`config.mk`:
```
export PLATFORM = sky130hd
export DESIGN_NAME = cpu_core_status_and_timing
export DESIGN_NICKNAME = d
export VERILOG_FILES = /design/src/verilog/core_pkg.sv /design/src/verilog/cpu_core_status_and_timing.sv /design/src/verilog/div_nonrestore.sv
export VERILOG_INCLUDE_DIRS = /design/src /design/src/verilog
export SDC_FILE = /design/constraint.sdc
export NUM_CORES = 2
export LEC_CHECK = 0
export ABC_AREA = 1
export BUFFER_PORTS_ARGS = -buffer_cell sky130_fd_sc_hd__buf_2
export CORE_ASPECT_RATIO = 0.8
export CORE_UTILIZATION = 49
export DETAILED_ROUTE_END_ITERATION = 16
export GPL_ROUTABILITY_DRIVEN = 0
export PLACE_DENSITY = 0.7
export SLEW_MARGIN = 20
export SYNTH_ARGS = -nofsm -noshare
export SYNTH_HDL_FRONTEND = slang
export SYNTH_SLANG_ARGS = --single-unit
```
`constraint.sdc`:
```
create_clock -name mclk_in -period 22.1 [get_ports mclk_in]
set_input_delay 0 -clock mclk_in [delete_from_list [all_inputs] [get_ports mclk_in]]
set_output_delay 0 -clock mclk_in [all_outputs]
set_load 0.02 [all_outputs]
```
`src/verilog/core_consts.svh`:
```
// constants for the cpu core status and timing block
// Operation
// - instruction pointer is 23 bits, counting whole instructions
// - single-cycle instructions except flow changes and divide
// - repeat loops add no per-iteration cost and yield to interrupts
// - sixteen 16-bit working registers usable as data, pointer or offset
// - last working register is the stack pointer for calls and interrupts
// - upper 32 Kbytes of data map to program memory via 8-bit page
// - data read, register read, data write and fetch all in one cycle
// - 17x17 multiplier: signed, unsigned, mixed 16x16 or unsigned 8x8; one cycle
// - non-restoring divide, signed/unsigned 32/16 and 16/16, 19 cycles, interruptible
// - vectored: 8 non-maskable traps, 118 interrupts, seven priority levels
// - status bits 15..9 read zero; implemented bits reset to zero
// - half carry from bit 3 in byte ops, bit 7 in word ops
// - status bits 7..5 hold priority 0..7; 7 blocks user interrupts
// - effective priority is extension bit above the three priority bits
// - priority bits ignore writes while nesting disable is set
// - repeat-active bit 4 reads one while a repeat loop runs
// - negative flag bit 3 follows the result sign
// - overflow flag bit 2 marks signed overflow
// - zero flag bit 1 cleared by nonzero result, sticky in carry chains
// - carry flag bit 0 is carry out of result msb
// - for subtraction carry and half carry are inverted borrows
// - extension bit set disables all user interrupts
`ifndef CORE_CONSTS_SVH
`define CORE_CONSTS_SVH
`define IP_W            23
`define IP_RESET        23'h00_0000
`define IP_STEP         23'h00_0001
`define TRAP_VEC_BASE   23'h00_0004
`define IRQ_VEC_BASE    23'h00_0014
`define SR_RESET        16'h0000
`define SR_DC_BIT       8
`define SR_IPL_HI       7
`define SR_IPL_LO       5
`define SR_RA_BIT       4
`define SR_N_BIT        3
`define SR_OV_BIT       2
`define SR_Z_BIT        1
`define SR_C_BIT        0
`define IPL_USER_OFF    3'h7
`define IRQ_SRC_COUNT   7'h76
`define SP_INDEX        4
`define SP_STEP         16'h0002
`define W_RESET         16'h0000
`define PSV_SEL_BIT     15
`define PAGE_RESET      8'h00
`define DIV_CYCLES      5'h13
`define DIV_ITERS       5'h10
`define RPT_RESET       16'h0000
`endif

```
`src/verilog/core_pkg.sv`:
```
// types shared by the cpu core files
package core_pkg;
  typedef enum logic [3:0] {
    OP_ADD    = 4'h0,
    OP_ADDC   = 4'h1,
    OP_SUB    = 4'h2,
    OP_SUBB   = 4'h3,
    OP_AND    = 4'h4,
    OP_IOR    = 4'h5,
    OP_XOR    = 4'h6,
    OP_MOV    = 4'h7,
    OP_MUL_UU = 4'h8,
    OP_MUL_SS = 4'h9,
    OP_MUL_SU = 4'ha,
    OP_MUL_US = 4'hb,
    OP_DIV_U  = 4'hc,
    OP_DIV_S  = 4'hd,
    OP_REPEAT = 4'he,
    OP_BRANCH = 4'hf
  } op_t;

  typedef enum logic [1:0] {
    EX_RUN    = 2'b00,
    EX_BUBBLE = 2'b01,
    EX_DIVW   = 2'b11
  } exec_state_t;

  typedef enum logic [2:0] {
    DV_IDLE = 3'b000,
    DV_LOAD = 3'b001,
    DV_ITER = 3'b011,
    DV_FIX  = 3'b010,
    DV_SIGN = 3'b110
  } div_state_t;
endpackage : core_pkg

```
`src/verilog/cpu_core_status_and_timing.sv`:
```
// cpu core: register array, alu status, multiply, divide, repeat and exception entry
`timescale 1ns/1ps
`include "core_consts.svh"
module cpu_core_status_and_timing (
  input  wire logic                mclk_in,
  input  wire logic                rst_in,
  input  wire logic                op_valid_in,
  input  wire logic [3:0]          op_code_in,
  input  wire logic                byte_mode_in,
  input  wire logic                wide_div_in,
  input  wire logic [3:0]          dst_sel_in,
  input  wire logic [3:0]          src_a_sel_in,
  input  wire logic [3:0]          src_b_sel_in,
  input  wire logic                src_b_mem_in,
  input  wire logic                dst_mem_in,
  input  wire logic                offset_en_in,
  input  wire logic [15:0]         mem_rdata_in,
  input  wire logic [`IP_W-1:0]    branch_target_in,
  input  wire logic                sr_wr_in,
  input  wire logic [15:0]         sr_wdata_in,
  input  wire logic                nesting_disable_in,
  input  wire logic                priority_extend_in,
  input  wire logic                psv_enable_in,
  input  wire logic                prog_window_page_wr_in,
  input  wire logic [7:0]          prog_window_page_in,
  input  wire logic [7:0]          trap_req_in,
  input  wire logic                irq_req_in,
  input  wire logic [6:0]          irq_src_in,
  input  wire logic [2:0]          irq_level_in,
  output logic [`IP_W-1:0]         instruction_pointer_out,
  output logic [15:0]              alu_status_flags_out,
  output logic [15:0]              stack_pointer_out,
  output logic [15:0]              result_out,
  output logic [15:0]              mem_addr_out,
  output logic                     mem_we_out,
  output logic [15:0]              mem_wdata_out,
  output logic                     psv_hit_out,
  output logic [`IP_W-1:0]         psv_prog_addr_out,
  output logic [3:0]               eff_priority_out,
  output logic                     user_irq_disable_out,
  output logic                     stall_out,
  output logic                     trap_ack_out,
  output logic                     irq_ack_out
);
  logic [15:0]              w_reg [16];
  logic [15:0]              w_next [16];
  logic [15:0]              w_we;
  logic [`IP_W-1:0]         ip_reg;
  logic [8:0]               flag_reg;
  logic [2:0]               ipl_reg;
  logic                     rpt_active_reg;
  logic [15:0]              rpt_cnt_reg;
  logic [7:0]               page_reg;
  core_pkg::exec_state_t    ex_state_reg;
  core_pkg::op_t            op;
  logic [15:0] opa, opb, bx, res16, ea;
  logic [16:0] sum_w;
  logic [8:0]  sum_b;
  logic [4:0]  sum_n;
  logic        cin, is_sub, is_arith, is_chain, is_mul, is_div, is_logic;
  logic        r_msb, a_msb, b_msb, r_zero;
  logic [16:0] mul_a, mul_b;
  logic [33:0] prod;
  logic        go, trap_take, irq_take, push, div_done;
  logic [2:0]  trap_idx;
  logic [15:0] div_q, div_r;
  logic [31:0] div_num;
  logic [8:0]  flags_next;
  logic [3:0]  eff_ipl;
  logic        users_off;

  assign op = core_pkg::op_t'(op_code_in);
  assign eff_ipl   = {priority_extend_in, ipl_reg};
  assign users_off = priority_extend_in | (ipl_reg == `IPL_USER_OFF);

  // exception arbitration: traps ignore priority, lowest index first
  always_comb begin
    trap_idx = 3'h0;
    for (int k = 7; k >= 0; k--) begin
      if (trap_req_in[k]) begin
        trap_idx = 3'(k);
      end
    end
  end
  assign trap_take = |trap_req_in;
  assign irq_take  = ~trap_take & irq_req_in & ~users_off & (irq_src_in < `IRQ_SRC_COUNT)
                   & ({1'b0, irq_level_in} > eff_ipl);
  assign go = op_valid_in & (ex_state_reg == core_pkg::EX_RUN) & ~trap_take & ~irq_take;

  // operands and alu
  always_comb begin
    opa      = w_reg[src_a_sel_in];
    opb      = src_b_mem_in ? mem_rdata_in : w_reg[src_b_sel_in];
    is_sub   = (op == core_pkg::OP_SUB) | (op == core_pkg::OP_SUBB);
    is_chain = (op == core_pkg::OP_ADDC) | (op == core_pkg::OP_SUBB);
    is_arith = (op_code_in[3:2] == 2'b00);
    is_logic = (op_code_in[3:2] == 2'b01);
    is_mul   = (op_code_in[3:2] == 2'b10);
    is_div   = (op == core_pkg::OP_DIV_U) | (op == core_pkg::OP_DIV_S);
    bx       = is_sub ? ~opb : opb;
    cin      = is_chain ? flag_reg[`SR_C_BIT] : is_sub;
    sum_w    = {1'b0, opa} + {1'b0, bx} + {16'h0000, cin};
    sum_b    = {1'b0, opa[7:0]} + {1'b0, bx[7:0]} + {8'h00, cin};
    sum_n    = {1'b0, opa[3:0]} + {1'b0, bx[3:0]} + {4'h0, cin};
    unique case (op)
      core_pkg::OP_AND: res16 = opa & opb;
      core_pkg::OP_IOR: res16 = opa | opb;
      core_pkg::OP_XOR: res16 = opa ^ opb;
      core_pkg::OP_MOV: res16 = opb;
      default:          res16 = sum_w[15:0];
    endcase
    r_msb  = byte_mode_in ? res16[7] : res16[15];
    a_msb  = byte_mode_in ? opa[7] : opa[15];
    b_msb  = byte_mode_in ? bx[7] : bx[15];
    r_zero = byte_mode_in ? (res16[7:0] == 8'h00) : (res16 == 16'h0000);
    ea     = opa + (offset_en_in ? w_reg[src_b_sel_in] : 16'h0000);
  end

  // multiplier: word operands widened to 17 bits by sign mode, byte operands zero-extended
  always_comb begin
    if (byte_mode_in) begin
      mul_a = {9'h000, opa[7:0]};
      mul_b = {9'h000, opb[7:0]};
    end else begin
      mul_a = {(op == core_pkg::OP_MUL_SS || op == core_pkg::OP_MUL_SU) & opa[15], opa};
      mul_b = {(op == core_pkg::OP_MUL_SS || op == core_pkg::OP_MUL_US) & opb[15], opb};
    end
    prod = 34'($signed(mul_a) * $signed(mul_b));
  end

  // status flag update
  always_comb begin
    flags_next = flag_reg;
    if (go & is_arith) begin
      flags_next[`SR_C_BIT] = byte_mode_in ? sum_b[8] : sum_w[16];
      flags_next[`SR_DC_BIT] = byte_mode_in ? sum_n[4] : sum_b[8];
      flags_next[`SR_OV_BIT] = (a_msb == b_msb) & (r_msb != a_msb);
      flags_next[`SR_N_BIT] = r_msb;
      flags_next[`SR_Z_BIT] = is_chain ? (flag_reg[`SR_Z_BIT] & r_zero) : r_zero;
    end else if (go & is_logic) begin
      flags_next[`SR_N_BIT] = r_msb;
      flags_next[`SR_Z_BIT] = r_zero;
    end else if (sr_wr_in) begin
      flags_next[`SR_DC_BIT] = sr_wdata_in[`SR_DC_BIT];
      flags_next[3:0] = sr_wdata_in[3:0];
    end
  end

  always_ff @(posedge mclk_in or posedge rst_in) begin
    if (rst_in) begin
      flag_reg <= 9'h000;
    end else begin
      flag_reg <= flags_next;
    end
  end

  // priority bits: exceptions raise them, software writes blocked by nesting disable
  always_ff @(posedge mclk_in or posedge rst_in) begin
    if (rst_in) begin
      ipl_reg <= 3'h0;
    end else if (trap_take) begin
      ipl_reg <= `IPL_USER_OFF;
    end else if (irq_take) begin
      ipl_reg <= irq_level_in;
    end else if (sr_wr_in & ~nesting_disable_in) begin
      ipl_reg <= sr_wdata_in[`SR_IPL_HI:`SR_IPL_LO];
    end
  end

  // divider runs while the core waits
  assign div_num = wide_div_in ? {w_reg[src_a_sel_in | 4'h1], w_reg[src_a_sel_in & 4'he]}
                 : (op == core_pkg::OP_DIV_S) ? {{16{opa[15]}}, opa} : {16'h0000, opa};

  div_nonrestore u_div (
    .mclk_in     (mclk_in),
    .rst_in      (rst_in),
    .start_in    (go & is_div),
    .abort_in    (trap_take | irq_take),
    .signed_in   (op == core_pkg::OP_DIV_S),
    .dividend_in (div_num),
    .divisor_in  (opb),
    .done_out    (div_done),
    .quot_out    (div_q),
    .rem_out     (div_r)
  );

  // working register writes
  assign push = trap_take | irq_take | (go & (op == core_pkg::OP_BRANCH) & byte_mode_in);
  always_comb begin
    for (int k = 0; k < 16; k++) begin
      w_we[k]   = 1'b0;
      w_next[k] = w_reg[k];
    end
    if (go & (is_arith | is_logic) & ~dst_mem_in) begin
      w_we[dst_sel_in]   = 1'b1;
      w_next[dst_sel_in] = byte_mode_in ? {w_reg[dst_sel_in][15:8], res16[7:0]} : res16;
    end
    if (go & is_mul) begin
      w_we[dst_sel_in & 4'he]   = 1'b1;
      w_next[dst_sel_in & 4'he] = prod[15:0];
      w_we[dst_sel_in | 4'h1]   = 1'b1;
      w_next[dst_sel_in | 4'h1] = prod[31:16];
    end
    if (div_done & (ex_state_reg == core_pkg::EX_DIVW)) begin
      w_we[0]   = 1'b1;
      w_next[0] = div_q;
      w_we[1]   = 1'b1;
      w_next[1] = div_r;
    end
    if (push) begin
      w_we[`SP_INDEX'(15)]   = 1'b1;
      w_next[`SP_INDEX'(15)] = w_reg[15] + `SP_STEP;
    end
  end

  genvar gi;
  generate
    for (gi = 0; gi < 16; gi++) begin : g_wreg
      always_ff @(posedge mclk_in or posedge rst_in) begin
        if (rst_in) begin
          w_reg[gi] <= `W_RESET;
        end else if (w_we[gi]) begin
          w_reg[gi] <= w_next[gi];
        end
      end
    end
  endgenerate

  // repeat loop: the looped instruction reissues with no extra cycle
  always_ff @(posedge mclk_in or posedge rst_in) begin
    if (rst_in) begin
      rpt_active_reg <= 1'b0;
      rpt_cnt_reg    <= `RPT_RESET;
    end else if (trap_take | irq_take) begin
      rpt_active_reg <= 1'b0;
    end else if (go & (op == core_pkg::OP_REPEAT)) begin
      rpt_active_reg <= 1'b1;
      rpt_cnt_reg    <= opb;
    end else if (go & rpt_active_reg) begin
      if (rpt_cnt_reg == 16'h0000) begin
        rpt_active_reg <= 1'b0;
      end else begin
        rpt_cnt_reg <= rpt_cnt_reg - 16'h0001;
      end
    end
  end

  // execution sequencing and instruction pointer
  always_ff @(posedge mclk_in or posedge rst_in) begin
    if (rst_in) begin
      ex_state_reg <= core_pkg::EX_RUN;
      ip_reg       <= `IP_RESET;
    end else if (trap_take) begin
      ex_state_reg <= core_pkg::EX_BUBBLE;
      ip_reg <= `TRAP_VEC_BASE + {19'h0_0000, trap_idx, 1'b0};
    end else if (irq_take) begin
      ex_state_reg <= core_pkg::EX_BUBBLE;
      ip_reg <= `IRQ_VEC_BASE + {15'h0000, irq_src_in, 1'b0};
    end else begin
      unique case (ex_state_reg)
        core_pkg::EX_RUN: begin
          if (go & (op == core_pkg::OP_BRANCH)) begin
            ip_reg       <= branch_target_in;
            ex_state_reg <= core_pkg::EX_BUBBLE;
          end else if (go & is_div) begin
            ex_state_reg <= core_pkg::EX_DIVW;
          end else if (go & ~(rpt_active_reg & (rpt_cnt_reg != 16'h0000))) begin
            ip_reg <= ip_reg + `IP_STEP;
          end
        end
        core_pkg::EX_BUBBLE: ex_state_reg <= core_pkg::EX_RUN;
        core_pkg::EX_DIVW: begin
          if (div_done) begin
            ip_reg       <= ip_reg + `IP_STEP;
            ex_state_reg <= core_pkg::EX_RUN;
          end
        end
        default: ex_state_reg <= core_pkg::EX_RUN;
      endcase
    end
  end

  // program window page register
  always_ff @(posedge mclk_in or posedge rst_in) begin
    if (rst_in) begin
      page_reg <= `PAGE_RESET;
    end else if (prog_window_page_wr_in) begin
      page_reg <= prog_window_page_in;
    end
  end

  // data-side outputs: result write-back, stack pushes, program window
  always_ff @(posedge mclk_in or posedge rst_in) begin
    if (rst_in) begin
      result_out        <= 16'h0000;
      mem_addr_out      <= 16'h0000;
      mem_we_out        <= 1'b0;
      mem_wdata_out     <= 16'h0000;
      psv_hit_out       <= 1'b0;
      psv_prog_addr_out <= `IP_RESET;
    end else begin
      mem_we_out  <= 1'b0;
      psv_hit_out <= 1'b0;
      if (push) begin
        mem_addr_out  <= w_reg[15];
        mem_we_out    <= 1'b1;
        mem_wdata_out <= (trap_take | irq_take) ? ip_reg[15:0] : ip_reg[15:0] + 16'h0001;
      end else if (go) begin
        result_out   <= is_mul ? prod[15:0] : res16;
        mem_addr_out <= ea;
        if (dst_mem_in & (is_arith | is_logic)) begin
          mem_we_out    <= 1'b1;
          mem_wdata_out <= res16;
        end
        if (psv_enable_in & ea[`PSV_SEL_BIT]) begin
          psv_hit_out       <= 1'b1;
          psv_prog_addr_out <= {page_reg, ea[14:0]};
        end
      end
    end
  end

  // status image and priority outputs
  always_ff @(posedge mclk_in or posedge rst_in) begin
    if (rst_in) begin
      alu_status_flags_out    <= `SR_RESET;
      instruction_pointer_out <= `IP_RESET;
      stack_pointer_out       <= `W_RESET;
      eff_priority_out        <= 4'h0;
      user_irq_disable_out    <= 1'b0;
      stall_out               <= 1'b0;
      trap_ack_out            <= 1'b0;
      irq_ack_out             <= 1'b0;
    end else begin
      alu_status_flags_out <= {7'h00, flags_next[`SR_DC_BIT], ipl_reg,
                               rpt_active_reg, flags_next[3:0]};
      instruction_pointer_out <= ip_reg;
      stack_pointer_out       <= w_reg[15];
      eff_priority_out        <= eff_ipl;
      user_irq_disable_out    <= users_off;
      stall_out               <= ex_state_reg != core_pkg::EX_RUN;
      trap_ack_out            <= trap_take;
      irq_ack_out             <= irq_take;
    end
  end
endmodule : cpu_core_status_and_timing

```
`src/verilog/div_nonrestore.sv`:
```
// iterative non-restoring 32/16 divider
`timescale 1ns/1ps
`include "core_consts.svh"
module div_nonrestore (
  input  wire logic        mclk_in,
  input  wire logic        rst_in,
  input  wire logic        start_in,
  input  wire logic        abort_in,
  input  wire logic        signed_in,
  input  wire logic [31:0] dividend_in,
  input  wire logic [15:0] divisor_in,
  output logic             done_out,
  output logic [15:0]      quot_out,
  output logic [15:0]      rem_out
);
  core_pkg::div_state_t state_reg;
  logic [4:0]  iter_reg;
  logic [17:0] rem_reg;
  logic [15:0] quo_reg;
  logic [31:0] num_reg;
  logic [15:0] den_reg;
  logic        qneg_reg;
  logic        rneg_reg;
  logic [17:0] shifted;
  logic [17:0] stepped;
  logic [17:0] rem_fix;
  logic [31:0] num_abs;

  // 18-bit remainder: divisors above 0x7fff must not overflow it
  always_comb begin
    shifted = {rem_reg[16:0], quo_reg[15]};
    stepped = rem_reg[17] ? shifted + {2'b00, den_reg} : shifted - {2'b00, den_reg};
    rem_fix = rem_reg[17] ? rem_reg + {2'b00, den_reg} : rem_reg;
    num_abs = rneg_reg ? -num_reg : num_reg;
  end

  // start, load, 16 iterations, fix and sign: result ready on the 19th edge
  always_ff @(posedge mclk_in or posedge rst_in) begin
    if (rst_in) begin
      state_reg <= core_pkg::DV_IDLE;
      iter_reg  <= 5'h00;
      rem_reg   <= 18'h0_0000;
      quo_reg   <= 16'h0000;
      num_reg   <= 32'h0000_0000;
      den_reg   <= 16'h0000;
      qneg_reg  <= 1'b0;
      rneg_reg  <= 1'b0;
      done_out  <= 1'b0;
      quot_out  <= 16'h0000;
      rem_out   <= 16'h0000;
    end else begin
      done_out <= 1'b0;
      if (abort_in) begin
        state_reg <= core_pkg::DV_IDLE;
      end else begin
        unique case (state_reg)
          core_pkg::DV_IDLE: begin
            if (start_in) begin
              num_reg   <= dividend_in;
              den_reg   <= divisor_in;
              qneg_reg  <= signed_in & (dividend_in[31] ^ divisor_in[15]);
              rneg_reg  <= signed_in & dividend_in[31];
              state_reg <= core_pkg::DV_LOAD;
            end
          end
          core_pkg::DV_LOAD: begin
            rem_reg <= {2'b00, num_abs[31:16]};
            quo_reg <= num_abs[15:0];
            if (qneg_reg ^ rneg_reg) begin
              den_reg <= -den_reg;
            end
            iter_reg  <= 5'h00;
            state_reg <= core_pkg::DV_ITER;
          end
          core_pkg::DV_ITER: begin
            rem_reg  <= stepped;
            quo_reg  <= {quo_reg[14:0], ~stepped[17]};
            iter_reg <= iter_reg + 5'h01;
            if (iter_reg == `DIV_ITERS - 5'h01) begin
              state_reg <= core_pkg::DV_FIX;
            end
          end
          core_pkg::DV_FIX: begin
            quot_out  <= qneg_reg ? -quo_reg : quo_reg;
            rem_out   <= rneg_reg ? -rem_fix[15:0] : rem_fix[15:0];
            done_out  <= 1'b1;
            state_reg <= core_pkg::DV_IDLE;
          end
          default: state_reg <= core_pkg::DV_IDLE;
        endcase
      end
    end
  end
endmodule : div_nonrestore

```
**After elaboration in Yosys (flattened, before gate mapping)**

Cells that the tools add are included.
W data, S select, Z words.

- Word-level logic and storage cells: 341
- Flip-flop bits (word level): 568

- $lt $le $gt $ge: 18
- Equal/unequal tests: 33
- $mul: 1
- Mux-type cells: 123
- Reductions and logical operators: 38
- $add $sub $neg: 20
- Bitwise operators: 60

Operators by type and width:

| cell | count |
|---|---|
| $bwmux W256 | 3 |
| $mux W16 | 34 |
| $mux W256 | 2 |
| $bmux W16 S4 | 5 |
| $demux W16 S4 | 3 |
| $mux W23 | 6 |
| $mux W32 | 4 |
| $pmux W16 S2 | 2 |
| $pmux W16 S4 | 1 |
| $neg A16 Y16 | 3 |
| $pmux W23 S2 | 1 |
| $mux W3 | 14 |
| $pmux W18 S2 | 1 |
| $ge A5 B5 Y1 const B | 7 |
| $not A4 Y5 | 7 |
| $mux W17 | 2 |
| $add A16 B16 Y16 | 2 |
| $logic_not A16 Y1 | 2 |
| $mul A17 B17 Y32 | 1 |
| $neg A32 Y32 | 1 |
| $or A16 B16 Y16 | 2 |
| $mux W1 | 30 |
| $and A1 B1 Y1 | 29 |
| $eq A4 B4 Y1 const B | 7 |
| other kinds (64) | 124 |

**Longest topological paths before layout**

- Depth in word-level cells: 17
- Depth in mapped cells: 42
- Mapped depth without buffers: 38

**Hierarchy**

Synthesis repeated with hierarchy kept, for this count alone.

- Cells, all modules: 7106
- Area total of the unflattened synthesis: 50299.5 um^2

By module, submodules not included:

| module | times used | cells each | area each (um^2) | seq. area each (um^2) |
|---|---|---|---|---|
| cpu_core_status_and_timing | 1 | 5844 | 41444.7 | 10885.4 |
| div_nonrestore | 1 | 1262 | 8854.7 | 3103.0 |

**Worst setup path before layout**

No wires, ideal clock.

- Path kind: reg2reg
- Start: register w_reg[15] in the netlist's numbering
- End: register w_reg[7] in the netlist's numbering
- Data required time: 21987 ps
- Cell stages (with the launch flop): 35
- Arrival time: 6706 ps
- Path slack: 15281 ps
- Library setup time: 113 ps
- Clock period less this slack: 6819 ps
- Cells stage by stage: dfrtp_1 inv_1 nand2_1 nand3_1 nand3_1 nand3_1 nand2_1 nand2_1 nand2_1 buf_2 inv_1 nor2_1 nand2_1 clkbuf_1 nor2_1 fa_1 fa_1 fa_1 fa_1 fa_1 inv_1 fa_1 inv_1 ha_1 a21oi_1 o21ai_0 a21oi_1 nand2_1 a21oi_1 xor2_1 inv_1 o21ai_0 o211ai_1 nand2_1 inv_1

- Cells in the longest elaborated chain, start to end: 9
- Elaborated cells on any way between the ends: 14
- Classes of those cells: 1 x mul; 11 x mux; 2 x bitwise

Ends and longest elaborated chain:

| element | RTL line | RTL |
|---|---|---|
| from (decl) | cpu_core_status_and_timing.sv:45 | `logic [15:0] w_reg [16];` |
| from (signal, indexed assignment) | cpu_core_status_and_timing.sv:221 | `` w_reg[gi] <= `W_RESET; `` |
| from (signal, indexed assignment) | cpu_core_status_and_timing.sv:223 | `w_reg[gi] <= w_next[gi];` |
| $bmux W16 S4 | cpu_core_status_and_timing.sv:93 | `opb = src_b_mem_in ? mem_rdata_in : w_reg[src_b_sel_in];` |
| $mux W16 (not written as such) (2 in a row) | cpu_core_status_and_timing.sv:93 |  |
| $mux W16 | cpu_core_status_and_timing.sv:93 |  |
| $and A1 B1 Y1 | cpu_core_status_and_timing.sv:126 | `mul_b = {(op == core_pkg::OP_MUL_SS \|\| op == core_pkg::OP_MUL_US) & opb[15], opb};` |
| $mux W17 | cpu_core_status_and_timing.sv:121 | `if (byte_mode_in) begin` |
| $mul A17 B17 Y32 (*) | cpu_core_status_and_timing.sv:128 | `prod = 34'($signed(mul_a) * $signed(mul_b));` |
| $bwmux W256 (*) | cpu_core_status_and_timing.sv:202 | `w_next[dst_sel_in \| 4'h1] = prod[31:16];` |
| $mux W256 (*) | cpu_core_status_and_timing.sv:198 | `if (go & is_mul) begin` |

Every way passes the cells marked *; elsewhere a longest branch is shown, timed or not. The select of a mux whose other input is x is not followed.
A chain may end at the register's enable or synchronous reset.

**Worst setup path after layout**

- Start: input port src_a_sel_in[2]
- End: register w_reg[7] in the netlist's numbering

- Cells in the longest elaborated chain, start to end: 13
- Elaborated cells on any way between the ends: 19
- Classes of those cells: 2 x add/sub; 1 x mul; 11 x mux; 5 x bitwise

Ends and longest elaborated chain:

| element | RTL line | RTL |
|---|---|---|
| from (decl) | cpu_core_status_and_timing.sv:12 | `input wire logic [3:0] src_a_sel_in,` |
| $not A4 Y5 (not written as such) (*) | cpu_core_status_and_timing.sv:92 | `opa = w_reg[src_a_sel_in];` |
| $bmux W16 S4 (*) | cpu_core_status_and_timing.sv:92 |  |
| $mux W16 (not written as such) (*) (2 in a row) | cpu_core_status_and_timing.sv:92 |  |
| $add A16 B16 Y17 | cpu_core_status_and_timing.sv:102 | `sum_w = {1'b0, opa} + {1'b0, bx} + {16'h0000, cin};` |
| $add A17 B1 Y17 | cpu_core_status_and_timing.sv:102 |  |
| $pmux W16 S4 | cpu_core_status_and_timing.sv:105 | `unique case (op)` |
| $mux W16 | cpu_core_status_and_timing.sv:196 | `w_next[dst_sel_in] = byte_mode_in ? {w_reg[dst_sel_in][15:8], res16[7:0]} : res16;` |
| $bwmux W256 | cpu_core_status_and_timing.sv:196 |  |
| $mux W256 | cpu_core_status_and_timing.sv:194 | `if (go & (is_arith \| is_logic) & ~dst_mem_in) begin` |
| $bwmux W256 | cpu_core_status_and_timing.sv:200 | `w_next[dst_sel_in & 4'he] = prod[15:0];` |
| $bwmux W256 | cpu_core_status_and_timing.sv:202 |  |
| $mux W256 (*) | cpu_core_status_and_timing.sv:198 |  |

Marks and branches as above.

==> flow_metrics.py <==
metrics = {
    "route": {
        "ant_nets": 0,
        "via_per_inst": 6.22,
        "drtIter0Drc": 8089,
        "wl_per_cell_um": 24.1,
        "first_pass_iters": 7,
        "routed_wl_mm": 205,
        "vias": 52900,
        "drc": 0,
    },
    "floorplanning": {
        "die_h_um": 288,
        "dieArea_um2": 103000,
        "fp-row-count": 104,
        "start_util_pct": 49.6,
        "core_um2": 101000,
        "io_pins": 247,
        "die_w_um": 359,
    },
    "layout": {
        "nNetsFinal": 7705,
        "finalInstanceArea_um2": 55300,
        "syn_to_final_growth_pct": 10.7,
        "largest_reg_flops": 256,
        "stdcell_count": 8503,
        "layout-drive-gt1-share_pct": 7.97,
    },
    "global_routing": {
        "grt_max_degree": 173,
        "grt.total_usage_pct": 39.0,
        "grt.overflow.total": 0,
        "antenna_found_initial": 15,
        "grt_pass1_wl_mm": 304,
        "grt_pass1_vias": 49000,
    },
    "placed_design": {
        "dpl.hpwl_mm": 150,
        "place_area_um2": 52100,
        "port_buffers": 231,
        "place_inst": 8281,
    },
    "setup_path": {
        "slowest_stage": "nor2_1",
        "worst_path_most_repeated_cell": "inv_1",
        "critPathKind": "in -> reg",
        "crit_fanout": 82,
        "cp-start-kind": "primary input",
        "cp.arrival_ns": 10.90,
        "crit_path_end_kind": "register",
        "critical-path-max-stage-delay_ns": 0.99,
        "r2r_setup_slack_ns": 12.04,
        "crit_required_ns": 22.66,
    },
    "power_and_ir_drop": {
        "max-vdd-ir-drop_uv": 210,
        "powerDensity_nw_per_um2": 86.4,
        "leakagePower_nw": 27.5,
        "finalPower_w": 0.00478,
    },
    "sta": {
        "rsz0062_at_grt": "false",
        "drv_slew": 0,
        "fmax_mhz": 96.7,
        "fin_crit_sh_pct": 46.8,
        "setup_violations": 0,
        "hold_violations": 0,
        "final.setup.tns_ns": 0,
        "tightest_slew_ns": 1.25,
        "period_needed_ns": 10.34,
        "max_slew_margin_pct": 16.6,
        "hold-worst-slack_ns": 0.0218,
        "skew_ns": 0.0474,
    },
    "yosys": {
        "synthTopCellsByArea": "dfrtp_1 28%, nand2_1 12%, fa_1 11%",
        "seq_area_frac_synth_pct": 28.0,
        "synth-edff-count": 0,
        "yosys.area.top_type": "dfrtp_1",
        "synth_area_um2": 50000,
        "synth_top_area_share_pct": 28.0,
        "ys_async_sr_fraction_pct": 100,
        "synth_area_per_cell_um2": 7.17,
        "synthCells": 6971,
        "yosysWarnings": 0,
        "synthFlopType": "dfrtp_1",
        "ys_ff_latch": 559,
        "post_synth_num_cell_types": 65,
    },
    "min_path": {
        "hold_path_class": "in -> reg",
    },
    "clocking": {
        "cts_buffers": 67,
        "insertion_delay_ns": 0.66,
        "cts_tree": "built",
        "cts_root_buf": "clkbuf_16",
        "clockBufferDepth": 3,
        "post-cts-setup-buffer-count": 0,
        "cts_resized": 0,
        "htree_levels": 3,
        "clk_pin_slew_worst_paths_ns": 0.06,
        "clkSinkCount": 559,
        "hold_buffers": 90,
    },
    "run": {
        "max_cap_viol_count": 0,
    },
    "run_status": {
        "outcome": "completed",
    },
}
-- per-stage QoR --
step           util (%)  setup slack [ns]
6_report           54.8             11.76
5_1_grt            54.8             11.48
4_1_cts            54.8             12.43
3_5_place_dp       51.6             11.78
3_3_place_gp       51.6             11.81
2_1_floorplan         -              6.47
-- synth_stat cells, types with 28 or more instances --
library cell,n
a21oi_1,536
a22oi_1,89
buf_1,28
buf_2,115
buf_4,29
clkbuf_1,177
dfrtp_1,559
fa_1,287
ha_1,191
inv_1,911
mux2i_1,36
nand2_1,1618
nand3_1,357
nand4_1,45
nor2_1,523
nor3_1,50
o211ai_1,115
o21ai_0,704
o21ai_1,39
o221ai_1,33
o22ai_1,77
or2_2,29
xor2_1,121
-- cell usage in the layout (no fill, tap or decap), types with 17 or more instances in the layout --
master | netlist | final
nor3_1 | 50 | 50
dfrtp_1 | 559 | 559
o22ai_1 | 77 | 77
ha_1 | 191 | 191
inv_1 | 911 | 907
clkinv_1 | 24 | 23
or2_2 | 29 | 29
xnor2_1 | 25 | 24
nor2_2 | 17 | 21
xor2_1 | 121 | 117
o211ai_1 | 115 | 115
fa_1 | 287 | 287
inv_2 | 25 | 28
a21oi_1 | 536 | 536
mux2i_1 | 36 | 36
dlygate4sd3_1 | 0 | 90
nand3_1 | 357 | 357
buf_2 | 115 | 227
o221ai_1 | 33 | 33
nand2_2 | 22 | 22
clkbuf_16 | 0 | 67
nor2_1 | 523 | 518
nand4_1 | 45 | 45
a31oi_1 | 17 | 17
nand2_1 | 1618 | 1618
a22oi_1 | 89 | 89
buf_4 | 29 | 100
o21ai_1 | 39 | 39
o21ai_0 | 704 | 704
-- power by group --
group / internal, W / switching (W) / total, W
Clock: 0.000668 / 0.000513 / 0.00118
Combinational: 0.000595 / 0.00197 / 0.00257
Sequential: 0.00103 / 0.00000245 / 0.00103
-- cell families (layout without fill, tap and decap cells) --
| kind of cell | after synthesis | in the layout | share of synthesized area, % |
|---|---|---|---|
| DFF | 559 | 559 | 28.0 |
| muxes | 36 | 36 | 0.721 |
| AOI/OAI and AO/OA | 1728 | 1728 | 19.6 |
| adders and majority gates | 478 | 478 | 16.3 |
| xor gates and xnor gates | 146 | 146 | 2.56 |
| other | 1 | 19 | 0.00750 |
| buffers and inverters | 1312 | 1501 | 10.4 |
| and+or+nand+nor | 2711 | 2711 | 22.4 |
-- worst paths after layout --
path | endpoint | cells after the start | from
max in group asynchronous | u_div.rem_out[1]$_DFFE_PP0P_ | 5 | rst_in
max | w_reg[7]$_DFFE_PP0P_ | 33 | src_a_sel_in[2]
max reg2reg | w_reg[7]$_DFFE_PP0P_ | 34 | w_reg[15]$_DFFE_PP0P_
min reg2reg | eff_priority_out[2]$_DFF_PP0_ | 0 | ipl_reg[2]$_DFFE_PP0P_
min | eff_priority_out[3]$_DFF_PP0_ | 2 | priority_extend_in
min in group asynchronous | instruction_pointer_out[21]$_DFF_PP0_ | 3 | rst_in
-- layer usage --
layer  wire, µm  global-route usage, %
met2      81300                   53.5
met1      76000                   49.7
met5        229                   1.09
met3      32600                   17.1
met4      15100                   25.0
-- layout make-up --
| class | instances | area [µm²] |
|---|---|---|
| well taps | 1325 | 1660 |
| inverters | 961 | 3620 |
| multi-input cells | 5106 | 30900 |
| fillers | 9570 | 45500 |
| clock inverters | 24 | 354 |
| repair buffers | 421 | 2860 |
| clock buffers | 95 | 1930 |
| flip-flops and latches | 559 | 14000 |
| diodes | 12 | 30.0 |
-- worst max-delay path, delay by kind of cell --
kind,cells,cell delay (ns)
buf+inv,12,3.13
fa+ha+maj,7,3.47
simple gates,6,2.02
compound gates,7,1.18
xor+xnor,1,0.98
Note: power is estimated with default switching activity, not from simulation.
